**src/analog_comparator_control_map.svh**
```systemverilog
`ifndef ANALOG_COMPARATOR_CONTROL_MAP_SVH
`define ANALOG_COMPARATOR_CONTROL_MAP_SVH

// Positive-input source codes of a comparator control setting.
`define SRC_OWN_PIN 2'h0
`define SRC_CMP0_PIN 2'h1
`define SRC_REFERENCE 2'h2

// Edge or level sense codes, shared by interrupt and trigger settings.
`define SENSE_LEVEL 2'h0
`define SENSE_FALL 2'h1
`define SENSE_RISE 2'h2
`define SENSE_BOTH 2'h3

// Ladder geometry in unit resistors.
`define LADDER_LO_TOTAL 5'h1F
`define LADDER_LO_OFFSET 5'h08
`define LADDER_HI_TOTAL 5'h17
`define RANGE_HIGH 1'h1

// Factor used when a path is not scaled, and the ladder reset values.
`define UNITY_FACTOR 5'h01
`define LADDER_NUM_RESET 5'h00
`define LADDER_DEN_RESET 5'h01

// Reset value of every status, flag and output bit.
`define FLAG_RESET 1'h0
`define PAIR_RESET 2'h0

`endif

```
**src/analog_comparator_control_pkg.sv**
```systemverilog
`default_nettype none
package analog_comparator_control_pkg;

    // Settings of one comparator, driven by software-owned bits.
    typedef struct packed {
        logic [1:0] positive_source_select; // Source of the positive input.
        logic invert;                       // Inverts the reported result.
        logic [1:0] irq_sense;              // Interrupt edge or level.
        logic irq_level;                    // Active level in level mode.
        logic [1:0] trig_sense;             // Trigger edge or level.
        logic trig_level;                   // Active level in level mode.
        logic trig_en;                      // Lets events reach the trigger.
        logic pin_en;                       // Enables the output pin of comparator 0; unused for comparator 1.
    } comparator_ctl_type;

    // Settings of the shared reference ladder.
    typedef struct packed {
        logic en;                     // Powers the ladder.
        logic reference_range_select; // Selects the 23 R ladder when set.
        logic [3:0] tap;              // Ladder tap, 0 to 15.
    } reference_ctl_type;

endpackage
`default_nettype wire

```
**src/comparator_channel.sv**
```systemverilog
`timescale 1ns/1ns
`default_nettype none
`include "analog_comparator_control_map.svh"

// One comparator: decision, polarity, and separate event sensing.
module comparator_channel
    import analog_comparator_control_pkg::*;
#(
    parameter int SW = 17
) (
    input wire logic clk_sys,
    input wire logic rstn,
    input wire logic [SW-1:0] lhs,
    input wire logic [SW-1:0] rhs,
    input wire comparator_ctl_type ctl,
    output logic result_r,
    output logic irq_evt_r,
    output logic trig_r
);

    logic prev_r; // Result one cycle earlier, for edge detection.
    logic rise;   // Result went from 0 to 1.
    logic fall;   // Result went from 1 to 0.

    // Decides whether an event of the given sense is present now.
    function automatic logic sense_hit(input logic [1:0] sense,
                                       input logic level,
                                       input logic now,
                                       input logic up,
                                       input logic down);
        logic hit;
        hit = 1'h0;
        case (sense)
            `SENSE_LEVEL: hit = (now == level);
            `SENSE_FALL: hit = down;
            `SENSE_RISE: hit = up;
            `SENSE_BOTH: hit = up | down;
            default: hit = 1'h0;
        endcase
        return hit;
    endfunction

    // The lhs side carries the negative input, so a lower lhs means a 1, or a 0 with invert set.
    always_ff @(posedge clk_sys or negedge rstn) begin
        if (!rstn) begin
            result_r <= `FLAG_RESET;
            prev_r <= `FLAG_RESET;
        end else begin
            result_r <= (lhs < rhs) ^ ctl.invert;
            prev_r <= result_r;
        end
    end

    // Edges come from registered results, so they cannot glitch.
    always_comb begin
        rise = result_r & ~prev_r;
        fall = ~result_r & prev_r;
    end

    // Interrupt and trigger sensing use their own settings, so one can
    // follow rising edges while the other follows falling ones.
    always_ff @(posedge clk_sys or negedge rstn) begin
        if (!rstn) begin
            irq_evt_r <= `FLAG_RESET;
            trig_r <= `FLAG_RESET;
        end else begin
            irq_evt_r <= sense_hit(ctl.irq_sense, ctl.irq_level,
                                   result_r, rise, fall);
            trig_r <= ctl.trig_en & sense_hit(ctl.trig_sense,
                ctl.trig_level, result_r, rise, fall);
        end
    end

endmodule
`default_nettype wire

```
**src/analog_comparator_control.sv**
```systemverilog
// Contract
// Output 1 when negative input below positive.
// Negative from pin; positive pin, cmp0, reference.
// Interrupt and trigger sensing chosen independently.
// Output reaches pin, interrupt, or converter trigger.
// Two independent comparators, own settings and status.
// Software sets source before trusting the output.
// Ladder disabled gives ground reference.
// Range 0: 31 R, AVDD times (tap+8)/31.
// Range 1: 23 R, AVDD times tap/23.
// Control, status, reference and three interrupt registers.
// Masked equals raw gated; write one clears.
// Interrupt forwarded only while enabled.
// Tap field four bits, values 0 to 15.
`timescale 1ns/1ns
`default_nettype none
`include "analog_comparator_control_map.svh"

// Digital control of two comparators and their shared reference ladder.
// Voltages arrive as unsigned codes from a front end on clk_sys.
module analog_comparator_control
    import analog_comparator_control_pkg::*;
#(
    parameter int W = 12
) (
    input wire logic clk_sys,
    input wire logic rstn,
    input wire logic [W-1:0] cmp0_positive_pin,
    input wire logic [W-1:0] cmp0_negative_pin,
    input wire logic [W-1:0] cmp1_positive_pin,
    input wire logic [W-1:0] cmp1_negative_pin,
    input wire logic [W-1:0] avdd_level,
    input wire comparator_ctl_type comparator_control_reg [2],
    input wire reference_ctl_type reference_control_reg,
    input wire logic [1:0] irq_enable_reg,
    input wire logic [1:0] irq_clear,
    output logic [1:0] comparator_status_reg,
    output logic [1:0] raw_irq_status,
    output logic [1:0] masked_irq_status,
    output logic irq_out,
    output logic cmp0_output_pin,
    output logic cmp0_output_pin_en,
    output logic [1:0] adc_trigger
);

    // Scaled width: a code times a five-bit ladder factor.
    localparam int SW = W + 5;

    logic [4:0] ref_num_r; // Resistance below the tap, in units.
    logic [4:0] ref_den_r; // Total ladder resistance, in units.
    logic [W-1:0] pos_pin [2]; // Own positive pins.
    logic [W-1:0] neg_pin [2]; // Own negative pins.
    logic [W-1:0] src_val [2]; // Selected positive source.
    logic [SW-1:0] lhs_w [2];  // Negative side after scaling.
    logic [SW-1:0] rhs_w [2];  // Positive side after scaling.
    logic [1:0] irq_evt;       // Event pulses or levels per comparator.
    logic [1:0] raw_nxt;       // Next raw interrupt status.

    // Gathers the pin codes into arrays indexed by comparator.
    always_comb begin
        pos_pin[0] = cmp0_positive_pin;
        pos_pin[1] = cmp1_positive_pin;
        neg_pin[0] = cmp0_negative_pin;
        neg_pin[1] = cmp1_negative_pin;
    end

    // Ladder ratio. A disabled ladder is a zero numerator, so the
    // reference is ground whatever range and tap say. The ratio is kept
    // as numerator and denominator to avoid a divider in the compare.
    always_ff @(posedge clk_sys or negedge rstn) begin
        if (!rstn) begin
            ref_num_r <= `LADDER_NUM_RESET;
            ref_den_r <= `LADDER_DEN_RESET;
        end else if (!reference_control_reg.en) begin
            ref_num_r <= `LADDER_NUM_RESET;
            ref_den_r <= `UNITY_FACTOR;
        end else if (reference_control_reg.reference_range_select
                     != `RANGE_HIGH) begin
            // Four-bit tap lifted by the eight units below the ladder.
            ref_num_r <= 5'(reference_control_reg.tap)
                         + `LADDER_LO_OFFSET;
            ref_den_r <= `LADDER_LO_TOTAL;
        end else begin
            ref_num_r <= 5'(reference_control_reg.tap);
            ref_den_r <= `LADDER_HI_TOTAL;
        end
    end

    // Source selection and scaling. The negative input is always the
    // own pin. For the reference the test is neg * total < avdd * tap
    // units, which equals neg < reference without rounding loss.
    // Source code 0 selects the own pin, so an unprogrammed comparator
    // still gives a defined, if unintended, result.
    always_comb begin
        for (int i = 0; i < 2; i++) begin
            case (comparator_control_reg[i].positive_source_select)
                `SRC_OWN_PIN: src_val[i] = pos_pin[i];
                `SRC_CMP0_PIN: src_val[i] = cmp0_positive_pin;
                `SRC_REFERENCE: src_val[i] = avdd_level;
                default: src_val[i] = pos_pin[i];
            endcase
            if (comparator_control_reg[i].positive_source_select
                == `SRC_REFERENCE) begin
                lhs_w[i] = SW'(neg_pin[i]) * SW'(ref_den_r);
                rhs_w[i] = SW'(src_val[i]) * SW'(ref_num_r);
            end else begin
                lhs_w[i] = SW'(neg_pin[i]);
                rhs_w[i] = SW'(src_val[i]);
            end
        end
    end

    // Each comparator has its own channel, settings and status bit.
    for (genvar g = 0; g < 2; g++) begin : gen_ch
        comparator_channel #(
            .SW(SW)
        ) u_ch (
            .clk_sys(clk_sys),
            .rstn(rstn),
            .lhs(lhs_w[g]),
            .rhs(rhs_w[g]),
            .ctl(comparator_control_reg[g]),
            .result_r(comparator_status_reg[g]),
            .irq_evt_r(irq_evt[g]),
            .trig_r(adc_trigger[g])
        );
    end

    // Raw status is sticky; a clear in the same cycle as an event
    // loses, so no event can slip past software.
    always_comb begin
        raw_nxt = irq_evt | (raw_irq_status & ~irq_clear);
    end

    // Raw, masked and the combined line are all registered together.
    always_ff @(posedge clk_sys or negedge rstn) begin
        if (!rstn) begin
            raw_irq_status <= `PAIR_RESET;
            masked_irq_status <= `PAIR_RESET;
            irq_out <= `FLAG_RESET;
        end else begin
            raw_irq_status <= raw_nxt;
            masked_irq_status <= raw_nxt & irq_enable_reg;
            irq_out <= |(raw_nxt & irq_enable_reg);
        end
    end

    // Only comparator 0 has an output pin. It trails the status bit by
    // one cycle, the price of driving the pin from its own flip-flop.
    always_ff @(posedge clk_sys or negedge rstn) begin
        if (!rstn) begin
            cmp0_output_pin <= `FLAG_RESET;
            cmp0_output_pin_en <= `FLAG_RESET;
        end else begin
            cmp0_output_pin <= comparator_status_reg[0];
            cmp0_output_pin_en <= comparator_control_reg[0].pin_en;
        end
    end
endmodule
`default_nettype wire

```
**config.mk**
```make
export PLATFORM = sky130hd
export DESIGN_NAME = analog_comparator_control
export DESIGN_NICKNAME = d
export VERILOG_FILES = /design/src/analog_comparator_control_pkg.sv /design/src/comparator_channel.sv /design/src/analog_comparator_control.sv
export VERILOG_INCLUDE_DIRS = /design/src /design/src/src
export SDC_FILE = /design/constraint.sdc
export NUM_CORES = 1
export LEC_CHECK = 0
export BUFFER_PORTS_ARGS = -buffer_cell sky130_fd_sc_hd__buf_4
export CAP_MARGIN = 30
export CORE_AREA = 2 2 149 122
export CTS_BUF_LIST = sky130_fd_sc_hd__clkbuf_4 sky130_fd_sc_hd__clkbuf_8 sky130_fd_sc_hd__clkbuf_16
export DETAILED_ROUTE_END_ITERATION = 8
export DIE_AREA = 0 0 151 124
export PLACE_DENSITY_LB_ADDON = 0.2
export SLEW_MARGIN = 20
export SYNTH_ARGS = -nofsm -noshare
export SYNTH_HDL_FRONTEND = slang
export SYNTH_SLANG_ARGS = --single-unit
```
**constraint.sdc**
```tcl
create_clock -name clk_sys -period 9.3 [get_ports clk_sys]
set_input_delay 0.465 -clock clk_sys [delete_from_list [all_inputs] [get_ports clk_sys]]
set_output_delay 0.465 -clock clk_sys [all_outputs]
set_load 0.01 [all_outputs]
```
==> impl_metrics.tcl, run 1 <==
set metrics [dict create \
    status "finished, final reports clean" \
    cts_buffers 3 \
    rr_startpoint "ref_num_r[4]" \
    maxSlewViolCount 0 \
    ys.flop_type "dfrtp_1" \
    core_area_sq_mm 0.0171 \
    gp_congestion 0.908 \
    clk_latency_ns 0.25 \
    ys_warn_count 0 \
    ir_drop_uv 201 \
    synth_xor_area_frac 0.0253 \
    fin_nets 1557 \
    synth-adder-area-share 0.443 \
    grt_remaining_overflow 0 \
    fin_worst_hold_slack_ns 0.0823 \
    viasPerCell 5.54 \
    htree_levels 1 \
    clock_sinks 21 \
    drt-initial-drc-count 386 \
    io_pins 105 \
    yosysTopAreaCell "fa_1" \
    fin_crit_ns 7.03 \
    max_freq_ghz 0.142 \
    port_buffers 103 \
    syn_area_sq_mm 0.00934 \
    wl_per_cell_um 15.2 \
    fin_cells 1428 \
    antenna_found_initial 0 \
    syn_area_per_cell_sq_um 8.30 \
    synthCells 1126 \
    cts_tree "yes" \
    num_antenna_cells 0 \
    grt_util_all_layers 0.236 \
    synthArstFlopShare 1.00 \
    place_ws_ns 2.10 \
    dieArea_sq_mm 0.0187 \
    hold_violations 0 \
    cts_setup_buffers 0 \
    rrSetupSlack_ns 3.25 \
    cp.required_ns 9.42 \
    start_util 0.546 \
    path_class "in -> reg" \
    cts-resized-gates 0 \
    cts.clk_slew.worst_paths_ns 0.06 \
    dp_hpwl_um 18600 \
    yosysUniqueCellTypes 66 \
    ys_seq_elements 21 \
    grt_max_degree 37 \
    synth_edf_count 0 \
    die_width_um 151 \
    fill_cells 1556 \
    tns_ns 0 \
    leakagePower_nw 5.39 \
    cts_max_path_buffers 2 \
    synth.yosys.seq_area_share 0.0562 \
    grt_first_pass_wirelength_um 35900 \
    arrival_ns 7.16 \
    dr.pass1.iters 5 \
    fin_ws_ns 2.27 \
    max-slew-margin-rel 0.403 \
    dp_cells 1424 \
    rsz0062_at_grt "no" \
    drive_gt1_frac 0.113 \
    startpoint_type "input pin" \
    yosys.area.top_type_share 0.257 \
    rows 43 \
    synth_top_family_by_area "adder cells" \
    yosys.area_share.simple 0.205 \
    timing.rr.end "gen_ch[1].u_ch.result_r" \
    setup_viol 0 \
    syn-num-nets 1479 \
    chipHeight_um 124 \
    syn_to_final_growth_pct 11.0 \
    fin_crit_sh 0.756 \
    hold_class "in -> async" \
    worst_setup_path_end_kind "flop" \
    cts_hold_buf 0 \
    crit_path_max_fanout 36 \
    muxShareOfSynthArea 0.0175 \
    synthTopCellsByArea "fa_1 (26%), ha_1 (19%), inv_1 (6.2%)" \
    cap_violations 0 \
    rr_worst_depth 18 \
    drtAntennaViolNets 0 \
    tightest_slew_ns 0.886 \
    finClkSkew_ns 0.00128 \
    cts_root_buffer "clkbuf_16" \
    setup.worst_path.start "comparator_control_reg[9]" \
    grt_pass1_vias 7448 \
    drc_errors 0 \
    cellPowerDensity_mw_per_mm2 113 \
    vias 7910 \
    synth-compound-area-share 0.174 \
    wl_um 21800 \
]
-- flip-flops by register name, indices dropped and copies added, names as in the netlist --
name / cells
gen_ch.u_ch.trig_r: 2
ref_den_r: 2
gen_ch.u_ch.result_r: 2
raw_irq_status: 2
gen_ch.u_ch.irq_evt_r: 2
irq_out: 1
cmp0_output_pin_en: 1
gen_ch.u_ch.prev_r: 2
masked_irq_status: 2
ref_num_r: 5
-- how the worst max path moves through the flow --
stage	to	slack (ns)	cells past startpoint
after CTS	gen_ch[1].u_ch.result_r	2.34	24
after floorplan	gen_ch[1].u_ch.result_r	3.25	23
final	gen_ch[1].u_ch.result_r	2.27	24
after global routing	gen_ch[1].u_ch.result_r	1.95	24
after detailed placement	gen_ch[1].u_ch.result_r	2.10	24
after global placement	gen_ch[1].u_ch.result_r	2.14	24
-- worst max-delay path, cell delays in order --
cell,delay (ns)
buf_4,0.11
inv_1,0.05
ha_2,0.60
buf_4,0.38
a221o_1,0.19
o21ai_0,0.19
nand2b_1,0.25
fa_1,0.56
fa_1,0.52
fa_1,0.54
inv_1,0.04
ha_1,0.33
nor2b_1,0.15
o21a_1,0.19
o21ai_0,0.29
a21oi_1,0.20
a221oi_1,0.37
mux2_2,0.39
ha_1,0.29
nand4_1,0.11
or2_2,0.33
a211oi_1,0.27
nor2_1,0.16
xor2_1,0.16
-- cell usage in the layout (no fill, tap or decap), types with 29 or more instances in the layout --
cell / n
inv_1: 155
ha_1: 138
fa_1: 120
buf_4: 109
nand2_1: 103
and2_1: 81
a21oi_1: 63
o21ai_0: 60
nor2b_1: 58
nor2_1: 48
a21o_1: 32
nand2b_1: 29
-- metal layers --
metal,part of all wire,up-vias,track usage,routed length [um]
li1,-,3926,-,-
met1,0.51,3756,0.369,11100
met2,0.43,208,0.364,9310
met3,0.046,20,0.0103,993
met4,0.016,0,0.0444,352
met5,0,-,0,0
-- synth_stat cells, types with 7 or more instances --
library cell / instances
inv_1: 155
ha_1: 139
fa_1: 120
nand2_1: 103
and2_1: 81
a21oi_1: 63
o21ai_0: 60
nor2b_1: 59
nor2_1: 48
a21o_1: 32
nand2b_1: 29
clkbuf_1: 25
dfrtp_1: 21
xnor2_1: 17
o21a_1: 12
a211oi_1: 11
a221o_1: 11
mux2_2: 10
nor3_1: 10
xor2_1: 10
a31oi_1: 7
-- area by class of cell --
| type | count | area, sq um | area share |
|---|---|---|---|
| inverters | 155 | 582 | 0.0561 |
| clock buffers | 3 | 75.1 | 0.00724 |
| clock inverters | 1 | 5.00 | 0.000482 |
| flip-flops and latches | 21 | 526 | 0.0507 |
| multi-input cells | 914 | 8090 | 0.780 |
| repair buffers | 109 | 818 | 0.0789 |
| well taps | 225 | 282 | 0.0271 |
-- power by group --
part	leakage, nW	switching, mW	internal (mW)
Clock	0.0409	0.0317	0.0577
Sequential	0.255	0.0271	0.114
Combinational	5.09	0.515	0.429
Total	5.39	0.573	0.601
-- through the flow --
step / instance area (sq um) / util / power (mW)
3_5_place_dp: 10300 / 0.602 / 1.08
2_1_floorplan: 9340 / - / 0.841
4_1_cts: 10400 / 0.606 / 1.17
3_3_place_gp: 10300 / 0.602 / 1.06
5_1_grt: 10400 / 0.606 / 1.31
6_report: 10400 / 0.606 / 1.17
-- logic make-up after synthesis --
kind of cell               count (synthesis)
xor gates and xnor gates                  27
muxes                                     15
DFF                                       21
buffers and inverters                    191
and+or+nand+nor                          365
AOI/OAI and AO/OA                        248
adders and majority gates                259
No activity file was read; power rests on OpenSTA's default activity.
==> run 2, diff against run 1 <==
clock period = 5.89 ns   (was 9.3 ns; I/O delays follow)
==> run 2 against run 1 <==
Non-clock buffer count increased by 55. Worst setup slack got worse by 2.1 ns. Register-to-register slack got worse by 2.9 ns. Die area unchanged. Combinational power increased by 68%.
==> impl_metrics.tcl, run 2 (synthesis results as in run 1) <==
set metrics [dict create \
    register_area_sq_um 527 \
    cp.required_ns 6.02 \
    tns_ns 0 \
    largest_reg_flops 5 \
    ir_drop_uv 246 \
    drive_gt1_frac 0.162 \
    path_class "in -> reg" \
    startpoint_type "input pin" \
    maxSlewViolCount 0 \
    final_cell_mix "buf_4 (162), inv_1 (154), ha_1 (138)" \
    rsz0062_at_grt "yes" \
    viasPerCell 5.45 \
    syn_to_final_growth_pct 16.3 \
    dr.pass1.iters 6 \
    cts_tree "yes" \
    max_stage_delay_ns 0.55 \
    grt_util_all_layers 0.250 \
    setup_viol 0 \
    cellPowerDensity_mw_per_mm2 179 \
    core_area_sq_mm 0.0171 \
    fin_cells 1483 \
    num_antenna_cells 0 \
    grt_max_degree 29 \
    layout_commonest_cell "buf_4" \
    hold_violations 0 \
    grt_pass1_vias 7930 \
    drt-initial-drc-count 392 \
    wl_per_cell_um 15.2 \
    cts_buffers 3 \
    fill_cells 1502 \
    crit_path_max_fanout 12 \
    gp_congestion 0.936 \
    fin_nets 1612 \
    fin_crit_ns 5.77 \
    grt_first_pass_wirelength_um 38100 \
    cap_violations 0 \
    cp_num_buf_inv 6 \
    path_delay_family "adder cells" \
    clock_sinks 21 \
    fin_area_sq_mm 0.0109 \
    wl_um 22500 \
    cts_max_path_buffers 2 \
    hold_class "in -> reg" \
    finClkSkew_ns 0.00186 \
    cts_root_buffer "clkbuf_16" \
    regMostFlops "ref_num_r" \
    dp_hpwl_um 19500 \
    utilization 0.635 \
    dieArea_sq_mm 0.0187 \
    tightest_slew_ns 0.876 \
    clk_latency_ns 0.25 \
    fin_crit_sh 0.979 \
    drtAntennaViolNets 0 \
    dp_cells 1476 \
    chipHeight_um 124 \
    slowest_stage "fa_1" \
    max_freq_ghz 0.173 \
    place_area_sq_mm 0.0107 \
    cts.clk_slew.worst_paths_ns 0.05 \
    io_pins 105 \
    status "finished, final reports clean" \
    htree_levels 1 \
    fin_worst_hold_slack_ns 0.150 \
    max-slew-margin-rel 0.416 \
    rows 43 \
    antenna_found_initial 0 \
    grt_remaining_overflow 0 \
    multi_input_area_sq_mm 0.00815 \
    die_width_um 151 \
    drc_errors 0 \
    vias 8089 \
    start_util 0.546 \
    port_buffers 103 \
    worst_setup_path_end_kind "flop" \
    arrival_ns 5.89 \
    leakagePower_nw 5.67 \
]
==> run 2: where the power goes <==
group	internal, mW	total [mW]	switching, mW
clock network	0.0966	0.144	0.0473
logic	0.739	1.59	0.847
registers	0.181	0.218	0.0372
total	1.02	1.95	0.931
==> run 2: routing by layer <==
metal | global-route usage | part of all wire
met1 | 0.382 | 0.50
met2 | 0.391 | 0.43
met4 | 0.0438 | 0.017
met3 | 0.0201 | 0.049
met5 | 0 | 0
==> run 2: area by class of cell <==
type	instances	area share
flip-flops and latches	21	0.0485
multi-input cells	914	0.749
inverters	155	0.0539
clock buffers	4	0.00760
repair buffers	164	0.115
well taps	225	0.0259
==> run 2: what timing repair did <==
| item | CTS | global route |
|---|---|---|
| gates resized for setup | 3 | 22 |
| hold buffers | 1 | 0 |
| endpoints found under the setup margin | 1 | 2 |
| endpoints found under the hold margin | 21 | 0 |
| buffers inserted | 1 | 1 |
==> run 2: worst paths after layout <==
check                                      startpoint                       to  slack, ns  cells past startpoint
max                        comparator_control_reg[10]  gen_ch[1].u_ch.result_r       0.12                     26
min                        comparator_control_reg[11]       cmp0_output_pin_en       0.15                      1
max reg2reg                              ref_den_r[2]  gen_ch[1].u_ch.result_r       0.36                     20
min reg2reg                  gen_ch[0].u_ch.irq_evt_r        raw_irq_status[0]       0.45                      1
max in group asynchronous                        rstn             ref_den_r[3]       5.19                      2
min in group asynchronous                        rstn  gen_ch[0].u_ch.result_r       0.47                      2
==> run 2: worst reg2reg max path: cells and delay by family, from the launching register on <==
family	cells	cell delay [ns]
buffers and inverters	3	0.38
and+or+nand+nor	5	0.94
xor gates and xnor gates	1	0.14
AOI/OAI and AO/OA	5	1.36
muxes	1	0.14
DFF	1	0.32
adders and majority gates	5	2.13
==> run 2: metrics by stage <==
stage / power, mW / setup slack, ns
2_1_floorplan: 1.33 / 0.00609
3_3_place_gp: 1.74 / -0.198
3_5_place_dp: 1.77 / -0.385
4_1_cts: 1.93 / 0.00954
5_1_grt: 2.18 / -0.139
6_report: 1.95 / 0.125
